===== src/rtl/ecpp_pkg.sv =====
package ecpp_pkg;
  localparam int PORT_WORD_W = 8;
  localparam int FIFO_DEPTH = 16;
  localparam int FIFO_W = PORT_WORD_W + 1;
  localparam logic [10:0] OFF_DATA = 11'h000;
  localparam logic [10:0] OFF_STAT = 11'h001;
  localparam logic [10:0] OFF_CTRL = 11'h002;
  localparam logic [10:0] OFF_FIFO = 11'h400;
  localparam logic [10:0] OFF_CFGB = 11'h401;
  localparam logic [10:0] OFF_ECR = 11'h402;
  localparam logic [2:0] MODE_STD = 3'h0;
  localparam logic [2:0] MODE_BIDIR = 3'h1;
  localparam logic [2:0] MODE_COMPAT_DATA_FIFO = 3'h2;
  localparam logic [2:0] MODE_ECP = 3'h3;
  localparam logic [2:0] MODE_EPP = 3'h4;
  localparam logic [2:0] MODE_RSVD = 3'h5;
  localparam logic [2:0] MODE_TEST = 3'h6;
  localparam logic [2:0] MODE_CFG = 3'h7;
  localparam int CTRL_STROBE = 0;
  localparam int CTRL_AUTOFD = 1;
  localparam int CTRL_INIT = 2;
  localparam int CTRL_SELIN = 3;
  localparam int CTRL_ACKIE = 4;
  localparam int CTRL_DIR = 5;
  localparam int ECR_NERRIE = 4;
  localparam int ECR_DMA_ENABLE_BIT = 3;
  localparam int ECR_SVC = 2;
  localparam logic [5:0] CTRL_RST = 6'h00;
  localparam logic [2:0] MODE_RST = 3'h0;
  localparam logic [7:0] CONFIG_A_VAL = 8'h10;
  localparam logic [12:0] SYNC_RST = 13'h1700;
  localparam int CLK_NS = 8;
  localparam int STROBE_NS = 40;
  localparam int STROBE_CYC = (STROBE_NS + CLK_NS - 1) / CLK_NS;
  localparam int SVC_THRESH = 8;
  typedef enum logic [2:0] {
    LK_IDLE, LK_SETUP, LK_STROBE, LK_RELEASE, LK_REV_REQ, LK_REV_ACK
  } ecpp_link_e;
endpackage


===== src/rtl/ecpp_sync.sv =====
`timescale 1ns/1ns
module ecpp_sync import ecpp_pkg::*; #(
  parameter int W = 13,
  parameter logic [W-1:0] RST_VAL = '0
) (
  input wire logic sys_clk,
  input wire logic rst,
  input wire logic ce,
  input wire logic [W-1:0] d,
  output logic [W-1:0] q
);
  logic [W-1:0] stage_ff;
  logic [W-1:0] q_ff;
  always_ff @(posedge sys_clk) begin
    if (rst) begin
      stage_ff <= RST_VAL;
      q_ff <= RST_VAL;
    end else if (ce) begin
      stage_ff <= d;
      q_ff <= stage_ff;
    end
  end
  assign q = q_ff;
endmodule // ecpp_sync


===== src/rtl/ecpp_fifo.sv =====
`timescale 1ns/1ns
module ecpp_fifo import ecpp_pkg::*; #(
  parameter int WIDTH = FIFO_W,
  parameter int DEPTH = FIFO_DEPTH
) (
  input wire logic sys_clk,
  input wire logic rst,
  input wire logic ce,
  input wire logic flush,
  input wire logic wrValid,
  output logic wrReady,
  input wire logic [WIDTH-1:0] wrData,
  output logic rdValid,
  input wire logic rdReady,
  output logic [WIDTH-1:0] rdData,
  output logic [$clog2(DEPTH):0] count
);
  localparam int AW = $clog2(DEPTH);
  logic [WIDTH-1:0] mem [DEPTH];
  logic [AW-1:0] wrPtr_ff, nxt_wrPtr, rdPtr_ff, nxt_rdPtr;
  logic [AW:0] count_ff, nxt_count;
  logic doWr, doRd;
  assign wrReady = count_ff != (AW+1)'(DEPTH);
  assign rdValid = count_ff != '0;
  assign rdData = mem[rdPtr_ff];
  assign count = count_ff;
  assign doWr = wrValid && wrReady;
  assign doRd = rdReady && rdValid;
  always_comb begin
    nxt_wrPtr = wrPtr_ff;
    nxt_rdPtr = rdPtr_ff;
    nxt_count = count_ff;
    if (flush) begin
      nxt_wrPtr = '0;
      nxt_rdPtr = '0;
      nxt_count = '0;
    end else begin
      if (doWr) nxt_wrPtr = AW'(wrPtr_ff + 1'b1);
      if (doRd) nxt_rdPtr = AW'(rdPtr_ff + 1'b1);
      nxt_count = (AW+1)'(count_ff + doWr - doRd);
    end
  end
  always_ff @(posedge sys_clk) begin
    if (rst) begin
      wrPtr_ff <= '0;
      rdPtr_ff <= '0;
      count_ff <= '0;
    end else if (ce) begin
      wrPtr_ff <= nxt_wrPtr;
      rdPtr_ff <= nxt_rdPtr;
      count_ff <= nxt_count;
      if (doWr && !flush) mem[wrPtr_ff] <= wrData;
    end
  end
endmodule // ecpp_fifo


===== src/rtl/ecpp_port.sv =====
`timescale 1ns/1ns
// Summary of operation
// RULE1 - every port word moved through the port is eight bits wide
// RULE2 - one shared sixteen entry fifo serves every fifo mode
// RULE3 - standard and bidirectional modes behave as a plain printer port
// RULE4 - no negotiation; automatic burst channel with dma in both directions
// RULE5 - fifo mode sends bytes with automatic strobe and busy handshake
// RULE6 - reverse run length count byte is dropped, next byte repeated count times; code stores that next byte count plus one times
// RULE7 - forward compression is optional and is not built here
// RULE8 - forward byte placed on data lines then strobe asserted, interlocked with busy
// RULE9 - peripheral drops busy when it can take the next forward byte
// RULE10 - peripheral marks reverse bytes as command or data with busy
// RULE11 - peripheral asserts ack on valid reverse data, interlocked with host ack
// RULE12 - forward host ack level tells command byte from data byte
// RULE13 - reverse host ack requests each byte and paces against ack
// RULE14 - peripheral drives paper error low to grant a reverse request
// RULE15 - data lines driven only while paper error shows forward direction
// RULE16 - fault low raises error interrupt, only meaningful in forward direction
// RULE17 - peripheral request is only a hint; software alone picks the direction
// RULE18 - init pin low selects reverse, high selects forward
// RULE19 - peripheral drives data only in link mode with host ack low
// RULE20 - select in pin held deasserted throughout link mode
// RULE21 - three bit mode field decoded into the eight documented modes; code builds no EPP, and modes 4 and 5 act as bidirectional mode 1
// RULE22 - low registers at 000h to 002h, upper at 400h to 402h
// RULE23 - link mode forward write at offset zero enters fifo tagged as address
// RULE24 - full and empty flags always follow true fifo occupancy
module ecpp_port import ecpp_pkg::*; (
  input wire logic sys_clk,
  input wire logic rst,
  input wire logic ce,
  input wire logic [10:0] ioAddr,
  input wire logic ioWr,
  input wire logic ioRd,
  input wire logic [7:0] ioWrData,
  output logic [7:0] ioRdData,
  input wire logic dmaAck,
  output logic dmaReq,
  output logic irqOut,
  input wire logic [7:0] pdIn,
  output logic [7:0] pdOut,
  output logic pdOe,
  output logic nStrobe,
  output logic nAutoFd,
  output logic nInit,
  output logic nSelectIn,
  input wire logic nAckIn,
  input wire logic busyIn,
  input wire logic pErrorIn,
  input wire logic selectIn,
  input wire logic nFaultIn
);
  logic [12:0] syncQ;
  logic [7:0] pdS;
  logic nAckS, busyS, pErrS, selS, nFaultS;
  logic fifoWrValid, fifoWrReady, fifoRdValid, fifoRdReady, fifoFlush;
  logic [FIFO_W-1:0] fifoWrData, fifoRdData;
  logic [4:0] fifoCount;
  // register group
  logic [7:0] dataReg_ff, nxt_dataReg, rdData_ff, nxt_rdData, lastRd_ff, nxt_lastRd;
  logic [5:0] ctrl_ff, nxt_ctrl;
  logic [2:0] mode_ff, nxt_mode;
  logic nErrIe_ff, nxt_nErrIe, dma_enable_bit_ff, nxt_dma_enable_bit, svc_ff, nxt_svc;
  logic irq_ff, nxt_irq, nAckPrev_ff, nxt_nAckPrev;
  // link group
  ecpp_link_e state_ff, nxt_state;
  logic [7:0] outByte_ff, nxt_outByte, revByte_ff, nxt_revByte, timer_ff, nxt_timer, pend_ff, nxt_pend;
  logic [6:0] rleCnt_ff, nxt_rleCnt;
  logic outTag_ff, nxt_outTag, revTag_ff, nxt_revTag, rleArmed_ff, nxt_rleArmed;
  // pin group
  logic [7:0] pdOut_ff, nxt_pdOut;
  logic pdOe_ff, nxt_pdOe, nStrobe_ff, nxt_nStrobe, nAutoFd_ff, nxt_nAutoFd;
  logic nInit_ff, nxt_nInit, nSelectIn_ff, nxt_nSelectIn;
  logic fifoMode, dirEff, fwdOk, revOk, hostFifo, addrFifo, hostPush, hostPop, linkPush, linkPop, hwSvc;

  ecpp_sync #(.W(13), .RST_VAL(SYNC_RST)) u_sync (
    .sys_clk(sys_clk),
    .rst(rst),
    .ce(ce),
    .d({nAckIn, busyIn, pErrorIn, selectIn, nFaultIn, pdIn}),
    .q(syncQ)
  );
  assign {nAckS, busyS, pErrS, selS, nFaultS, pdS} = syncQ;

  // shared fifo, tag bit marks address bytes in both directions; run length bytes are never stored
  ecpp_fifo #(.WIDTH(FIFO_W), .DEPTH(FIFO_DEPTH)) u_fifo ( // see RULE2
    .sys_clk(sys_clk),
    .rst(rst),
    .ce(ce),
    .flush(fifoFlush),
    .wrValid(fifoWrValid),
    .wrReady(fifoWrReady),
    .wrData(fifoWrData),
    .rdValid(fifoRdValid),
    .rdReady(fifoRdReady),
    .rdData(fifoRdData),
    .count(fifoCount)
  );

  // mode qualifiers
  assign fifoMode = (mode_ff == MODE_COMPAT_DATA_FIFO) || (mode_ff == MODE_ECP) || (mode_ff == MODE_TEST); // see RULE21
  assign dirEff = ctrl_ff[CTRL_DIR] && (mode_ff != MODE_STD) && (mode_ff != MODE_COMPAT_DATA_FIFO);
  assign fwdOk = (mode_ff == MODE_COMPAT_DATA_FIFO) || ((mode_ff == MODE_ECP) && !dirEff && pErrS); // see RULE14
  // direction follows software only, fault pin never turns it
  assign revOk = (mode_ff == MODE_ECP) && dirEff && !pErrS; // see RULE17
  assign hostFifo = (ioAddr == OFF_FIFO) && fifoMode; // see RULE22
  assign addrFifo = (ioAddr == OFF_DATA) && (mode_ff == MODE_ECP) && !dirEff; // see RULE23
  assign hostPush = ((ioWr && (hostFifo || addrFifo)) || (dmaAck && fifoMode && !dirEff)) && !linkPush; // see RULE4
  assign hostPop = ((ioRd && hostFifo) || (dmaAck && fifoMode && dirEff)) && !linkPop;
  assign fifoWrValid = linkPush || hostPush;
  assign fifoWrData = linkPush ? {revTag_ff, revByte_ff} : {addrFifo && !dmaAck, ioWrData}; // see RULE1
  assign fifoRdReady = linkPop || hostPop;
  assign fifoFlush = ioWr && (ioAddr == OFF_ECR) && (ioWrData[7:5] != mode_ff);
  assign hwSvc = !dma_enable_bit_ff && ((mode_ff == MODE_COMPAT_DATA_FIFO) || (mode_ff == MODE_ECP)) &&
                 (dirEff ? (fifoCount >= 5'(SVC_THRESH)) : (fifoCount <= 5'(FIFO_DEPTH - SVC_THRESH)));
  assign dmaReq = dma_enable_bit_ff && fifoMode && (dirEff ? fifoRdValid : fifoWrReady); // see RULE4

  // register file
  always_comb begin
    nxt_dataReg = dataReg_ff;
    nxt_ctrl = ctrl_ff;
    nxt_mode = mode_ff;
    nxt_nErrIe = nErrIe_ff;
    nxt_dma_enable_bit = dma_enable_bit_ff;
    nxt_svc = svc_ff;
    nxt_rdData = rdData_ff;
    nxt_lastRd = lastRd_ff;
    nxt_nAckPrev = nAckS;
    nxt_irq = (!nErrIe_ff && !nFaultS && !dirEff) || (ctrl_ff[CTRL_ACKIE] && nAckS && !nAckPrev_ff); // see RULE16
    if (hostPop && fifoRdValid) nxt_lastRd = fifoRdData[7:0];
    if (ioWr) begin
      unique case (ioAddr)
        OFF_DATA: if (!addrFifo) nxt_dataReg = ioWrData; // see RULE3
        OFF_CTRL: nxt_ctrl = ioWrData[5:0];
        OFF_ECR: begin
          nxt_mode = ioWrData[7:5]; // see RULE21
          nxt_nErrIe = ioWrData[ECR_NERRIE];
          nxt_dma_enable_bit = ioWrData[ECR_DMA_ENABLE_BIT];
          nxt_svc = ioWrData[ECR_SVC];
        end
        default: ;
      endcase
    end
    if (hwSvc) nxt_svc = 1'b1;
    if (ioRd) begin
      unique case (ioAddr)
        OFF_DATA: nxt_rdData = pdS;
        OFF_STAT: nxt_rdData = {!busyS, nAckS, pErrS, selS, nFaultS, 3'h0};
        OFF_CTRL: nxt_rdData = {2'h0, ctrl_ff};
        OFF_FIFO: begin
          if (mode_ff == MODE_CFG) nxt_rdData = CONFIG_A_VAL;
          else if (hostFifo && fifoRdValid) nxt_rdData = fifoRdData[7:0];
          else nxt_rdData = lastRd_ff;
        end
        // compression bit reads zero: forward bytes leave uncompressed
        OFF_CFGB: nxt_rdData = (mode_ff == MODE_CFG) ? {1'b0, irq_ff, 6'h00} : 8'h00; // see RULE7
        OFF_ECR: nxt_rdData = {mode_ff, nErrIe_ff, dma_enable_bit_ff, svc_ff, !fifoWrReady, !fifoRdValid}; // see RULE24
        default: nxt_rdData = 8'h00;
      endcase
    end else if (hostPop && fifoRdValid) begin
      nxt_rdData = fifoRdData[7:0];
    end
  end
  always_ff @(posedge sys_clk) begin
    if (rst) begin
      dataReg_ff <= 8'h00;
      ctrl_ff <= CTRL_RST;
      mode_ff <= MODE_RST;
      nErrIe_ff <= 1'b0;
      dma_enable_bit_ff <= 1'b0;
      svc_ff <= 1'b0;
      rdData_ff <= 8'h00;
      lastRd_ff <= 8'h00;
      irq_ff <= 1'b0;
      nAckPrev_ff <= 1'b1;
    end else if (ce) begin
      dataReg_ff <= nxt_dataReg;
      ctrl_ff <= nxt_ctrl;
      mode_ff <= nxt_mode;
      nErrIe_ff <= nxt_nErrIe;
      dma_enable_bit_ff <= nxt_dma_enable_bit;
      svc_ff <= nxt_svc;
      rdData_ff <= nxt_rdData;
      lastRd_ff <= nxt_lastRd;
      irq_ff <= nxt_irq;
      nAckPrev_ff <= nxt_nAckPrev;
    end
  end

  // link handshake engine
  always_comb begin
    nxt_state = state_ff;
    nxt_outByte = outByte_ff;
    nxt_outTag = outTag_ff;
    nxt_timer = timer_ff;
    nxt_revByte = revByte_ff;
    nxt_revTag = revTag_ff;
    nxt_rleCnt = rleCnt_ff;
    nxt_rleArmed = rleArmed_ff;
    nxt_pend = pend_ff;
    linkPop = 1'b0;
    linkPush = 1'b0;
    unique case (state_ff)
      LK_IDLE: begin
        if (fwdOk && fifoRdValid && !busyS) begin // see RULE9
          linkPop = 1'b1;
          nxt_outByte = fifoRdData[7:0];
          nxt_outTag = fifoRdData[8];
          nxt_state = LK_SETUP;
        end else if (revOk) begin
          nxt_state = LK_REV_REQ;
        end
      end
      LK_SETUP: begin
        nxt_timer = 8'(STROBE_CYC - 1);
        nxt_state = LK_STROBE; // see RULE8
      end
      LK_STROBE: begin
        if (mode_ff == MODE_COMPAT_DATA_FIFO) begin
          if (timer_ff == 8'h00) nxt_state = LK_RELEASE; // see RULE5
          else nxt_timer = timer_ff - 8'h01;
        end else if (busyS || mode_ff != MODE_ECP) begin
          nxt_state = LK_RELEASE; // see RULE8
        end
      end
      LK_RELEASE: if (!busyS) nxt_state = LK_IDLE; // see RULE5
      LK_REV_REQ: begin
        if (!revOk) begin
          nxt_state = LK_IDLE;
        end else if (!nAckS) begin // see RULE11
          nxt_revByte = pdS;
          nxt_revTag = !busyS; // see RULE10
          nxt_state = LK_REV_ACK;
          if (!busyS && !pdS[7]) begin
            nxt_rleCnt = pdS[6:0]; // see RULE6
            nxt_rleArmed = 1'b1;
            nxt_pend = 8'h00;
          end else if (!busyS) begin
            nxt_pend = 8'h01;
          end else begin
            nxt_pend = rleArmed_ff ? ({1'b0, rleCnt_ff} + 8'h01) : 8'h01; // see RULE6
            nxt_rleArmed = 1'b0;
          end
        end
      end
      LK_REV_ACK: begin
        if (pend_ff != 8'h00 && fifoWrReady) begin
          linkPush = 1'b1;
          nxt_pend = pend_ff - 8'h01;
        end
        if (pend_ff == 8'h00 && nAckS) nxt_state = LK_IDLE; // see RULE13
      end
    endcase
  end
  always_ff @(posedge sys_clk) begin
    if (rst) begin
      state_ff <= LK_IDLE;
      outByte_ff <= 8'h00;
      outTag_ff <= 1'b0;
      timer_ff <= 8'h00;
      revByte_ff <= 8'h00;
      revTag_ff <= 1'b0;
      rleCnt_ff <= 7'h00;
      rleArmed_ff <= 1'b0;
      pend_ff <= 8'h00;
    end else if (ce) begin
      state_ff <= nxt_state;
      outByte_ff <= nxt_outByte;
      outTag_ff <= nxt_outTag;
      timer_ff <= nxt_timer;
      revByte_ff <= nxt_revByte;
      revTag_ff <= nxt_revTag;
      rleCnt_ff <= nxt_rleCnt;
      rleArmed_ff <= nxt_rleArmed;
      pend_ff <= nxt_pend;
    end
  end

  // pin drivers
  always_comb begin
    nxt_nStrobe = !ctrl_ff[CTRL_STROBE]; // see RULE3
    nxt_nAutoFd = !ctrl_ff[CTRL_AUTOFD];
    nxt_nInit = ctrl_ff[CTRL_INIT];
    nxt_nSelectIn = !ctrl_ff[CTRL_SELIN];
    nxt_pdOut = dataReg_ff;
    nxt_pdOe = !dirEff;
    unique case (mode_ff)
      MODE_COMPAT_DATA_FIFO: begin
        nxt_nStrobe = state_ff != LK_STROBE; // see RULE5
        nxt_pdOut = outByte_ff;
      end
      MODE_ECP: begin
        nxt_nStrobe = state_ff != LK_STROBE; // see RULE8
        nxt_nAutoFd = dirEff ? (state_ff == LK_REV_ACK) : !outTag_ff; // see RULE12 see RULE13 see RULE19
        nxt_nInit = !dirEff; // see RULE18
        nxt_nSelectIn = 1'b1; // see RULE20
        nxt_pdOut = outByte_ff;
        nxt_pdOe = !dirEff && pErrS; // see RULE15
      end
      MODE_TEST: nxt_pdOut = fifoRdData[7:0];
      default: ;
    endcase
  end
  always_ff @(posedge sys_clk) begin
    if (rst) begin
      pdOut_ff <= 8'h00;
      pdOe_ff <= 1'b1;
      nStrobe_ff <= 1'b1;
      nAutoFd_ff <= 1'b1;
      nInit_ff <= 1'b0;
      nSelectIn_ff <= 1'b1;
    end else if (ce) begin
      pdOut_ff <= nxt_pdOut;
      pdOe_ff <= nxt_pdOe;
      nStrobe_ff <= nxt_nStrobe;
      nAutoFd_ff <= nxt_nAutoFd;
      nInit_ff <= nxt_nInit;
      nSelectIn_ff <= nxt_nSelectIn;
    end
  end
  assign pdOut = pdOut_ff;
  assign pdOe = pdOe_ff;
  assign nStrobe = nStrobe_ff;
  assign nAutoFd = nAutoFd_ff;
  assign nInit = nInit_ff;
  assign nSelectIn = nSelectIn_ff;
  assign ioRdData = rdData_ff;
  assign irqOut = irq_ff;
endmodule // ecpp_port


===== config.mk =====
export PLATFORM = sky130hd
export DESIGN_NAME = ecpp_port
export DESIGN_NICKNAME = d
export VERILOG_FILES = /design/src/rtl/ecpp_pkg.sv /design/src/rtl/ecpp_sync.sv /design/src/rtl/ecpp_fifo.sv /design/src/rtl/ecpp_port.sv
export SDC_FILE = /design/constraint.sdc
export NUM_CORES = 1
export LEC_CHECK = 0
export ABC_CLOCK_PERIOD_IN_PS = 9400
export BUFFER_PORTS_ARGS = -buffer_cell sky130_fd_sc_hd__buf_2
export CAP_MARGIN = 25
export CORE_MARGIN = 10
export CORE_UTILIZATION = 54
export DETAILED_ROUTE_END_ITERATION = 10
export PLACE_DENSITY = 0.83
export SLEW_MARGIN = 5
export SYNTH_ARGS = -nofsm -noshare
export SYNTH_HDL_FRONTEND = slang
export SYNTH_SLANG_ARGS = --single-unit

===== constraint.sdc =====
create_clock -name sys_clk -period 9.4 [get_ports sys_clk]
set_input_delay 0.94 -clock sys_clk [delete_from_list [all_inputs] [get_ports sys_clk]]
set_output_delay 0.94 -clock sys_clk [all_outputs]
set_load 0.02 [all_outputs]

==> flow_summary.ini <==
[timing]
fin_crit_sh_pct = 42.7
fin_skew_ns = 0.0308
period_minus_slack_ns = 4.01
finalSetupViolations = 0
drv_slew = 0
slew-limit-headroom_pct = 27.5
finalHoldViolCount = 0
rsz0062_at_grt = false
finalSetupTns_ns = 0
worst_slew_pin_slew_ns = 1.08
fmax_mhz = 249

[synth]
syn_area_um2 = 12400
synthTopCellsByCount = edfxtp_1, dfxtp_1, nor2_1
yosysWarnings = 0
yosysTopAreaCell = edfxtp_1
syn_nets = 1074
yosysSeqAreaShare_pct = 57.5
netlist.area_leader.share_pct = 35.0
ys_seq_elements = 283
synth-edff-count = 144
synth_most_common_cell = edfxtp_1
synth_cells = 1017
synth_cell_type_count = 73
ys.flop_type = edfxtp_1
async_flop_share_pct = 0
synthTopCellsByArea = edfxtp_1, dfxtp_1, mux4_2
synth.avg_cell_area_um2 = 12.2

[drt]
vias = 8463
routedWlPerCell_um = 22.2
wl_um = 30600
vias_per_cell = 6.15
route.detailed.drc = 0
postRouteAntennaNets = 0
drt_pass1_iterations = 5
wl_met1_um = 12200
drt_iter0_drc = 933
top_layer = met4
dr_wl_met3_um = 2440
met2_length_um = 14600

[power_and_ir_drop]
p_switching_uw = 555
sequentialPowerShare_pct = 51.6
power_frac_comb_pct = 3.9
power_leakage_nw = 5.01
ir_drop_v = 0.000153
p_sw_share_pct = 21.7
power_density_nw_per_um2 = 183
power_frac_clock_pct = 44.5
p_int_mw = 2.00

[clocking]
clock_latency_ns = 0.57
cts-resized-gates = 0
numClockSinks = 283
cts_setup_buffers = 0
numCtsBuffers = 28
cts_root_buffer = clkbuf_16
clk_pin_slew_ns = 0.06
cts_tree = done
h-tree-depth = 1
cts_hold_buffers = 0
cts.path.max_buffers = 3

[die]
io_pins = 61
die_x_um = 171
die_h_um = 171
start_util_pct = 54.7
placementRows = 55
core_area_um2 = 22600
dieArea_um2 = 29300

[global_routing]
grt_pass1_vias = 8225
grt_overflow_total = 0
grt_pass1_wl_um = 47000
grt.total_usage_pct = 20.5
grt_max_degree = 84
antenna_found_initial = 0

[outcome]
outcome = finished, final reports clean

[worst_setup_path]
critPathKind = reg -> reg
setup.worst_path.end_class = flip-flop
worstPathMaxFanout = 17
worstSetupStartpointType = flip-flop
cpMaxStageDelayCell = dfxtp_1
crit_chain = nand3b_1 -> o32ai_2 -> a41oi_1 -> a211o_1 -> or3_4 -> nor2_1
cp.required_ns = 9.57
worst_ep_arrival_time_ns = 4.18
cpPeakStageDelay_ns = 0.68

[final_layout]
final_cell_area_um2 = 13900
diodes = 0
final_layout_size_suffix_gt1_share_pct = 18.3
largest_reg_flops = 144
finish.utilization_pct = 61.7
nNetsFinal = 1126
largest_register = u_fifo.mem
area_growth_pct = 12.7

[min_path]
hold_class = reg -> reg

[place]
gp_congestion = 0.961
post_dp_cell_area_um2 = 12900
io_buffers = 60
hpwl_um = 20600

[job]
maxCapViolations = 0
## area by class of cell
cell class,count,area (um^2)
clock buffer,38,811
clock inverter,14,143
fill,1652,8640
inverter,33,124
multi-input combinational,647,4960
sequential,283,7110
tap,285,357
timing repair buffer,76,425
## power groups by stage
stage | sequential [mW] | combinational (mW) | clock [mW]
after floorplan | 1.34 | 0.0594 | 0
after detailed placement | 1.34 | 0.0979 | 0
after CTS | 1.32 | 0.0986 | 1.14
after global placement | 1.34 | 0.0951 | 0
final | 1.32 | 0.0990 | 1.14
after global routing | 1.32 | 0.108 | 1.20
## critical path: cells and delay by family, from the launching register on
family | cells | cell delay, ns
AOI/OAI and AO/OA | 3 | 1.26
DFF | 1 | 0.68
and+or+nand+nor | 3 | 1.64
## per-stage QoR
| stage | hold WS (ns) | setup WS (ns) | std cells | power [mW] |
|---|---|---|---|---|
| 6_report | 0.457 | 5.39 | 1376 | 2.55 |
| 5_1_grt | 0.477 | 5.25 | 1376 | 2.62 |
| 4_1_cts | 0.460 | 5.49 | 1369 | 2.56 |
| 3_5_place_dp | 0.451 | 5.23 | 1317 | 1.44 |
| 3_3_place_gp | 0.438 | 5.27 | 1316 | 1.44 |
| 2_1_floorplan | 0.433 | 5.72 | 1017 | 1.40 |
## worst paths after layout
check,startpoint,end,slack (ns),cells past startpoint
setup / recovery,mode_ff[0],u_fifo.mem[13][5],5.39,6
hold / removal,revByte_ff[1],revByte_ff[1],0.46,2
setup reg to reg,mode_ff[0],u_fifo.mem[13][5],5.39,6
hold reg to reg,revByte_ff[1],revByte_ff[1],0.46,2
## logic make-up (layout without fill, tap and decap cells)
kind of cell    Yosys count  after routing  share of synthesized area [%]
flops                   283            283                           57.5
compound gates          151            151                           8.26
mux                     137            137                           15.5
fa+ha+maj                20             20                           2.07
xor+xnor                 27             27                           1.91
simple gates            312            312                           11.8
buf+inv                  87            161                           2.88
## per-layer routing
metal  vias up  global-route usage, %
li1       3858                      -
met1      4112                   26.1
met2       401                   33.3
met3        92                   3.48
met4         0                   9.94
met5         -                      0
## layout by cell type (no fill, tap or decap), types with 5 or more instances in the layout
cell	Yosys	routed
buf_2	11	61
ha_1	18	18
nor2_1	128	128
nand2_1	88	88
clkbuf_16	0	29
a221oi_1	14	14
mux2i_1	87	87
nor4_1	17	9
xor2_1	14	14
buf_4	4	9
xnor2_1	13	13
edfxtp_1	144	144
inv_1	31	31
mux2_2	7	7
o22ai_1	9	9
nor3_1	18	18
a31oi_1	7	7
clkinv_2	0	5
o211ai_1	5	5
mux4_2	43	43
dfxtp_1	139	138
nand2b_1	6	6
or3_1	6	6
clkinv_1	2	6
nand3_1	13	13
clkbuf_8	0	5
nor4_2	3	11
a21oi_1	39	39
o21ai_0	31	31
a211oi_1	5	5
Note: power is estimated with default switching activity, not from simulation.
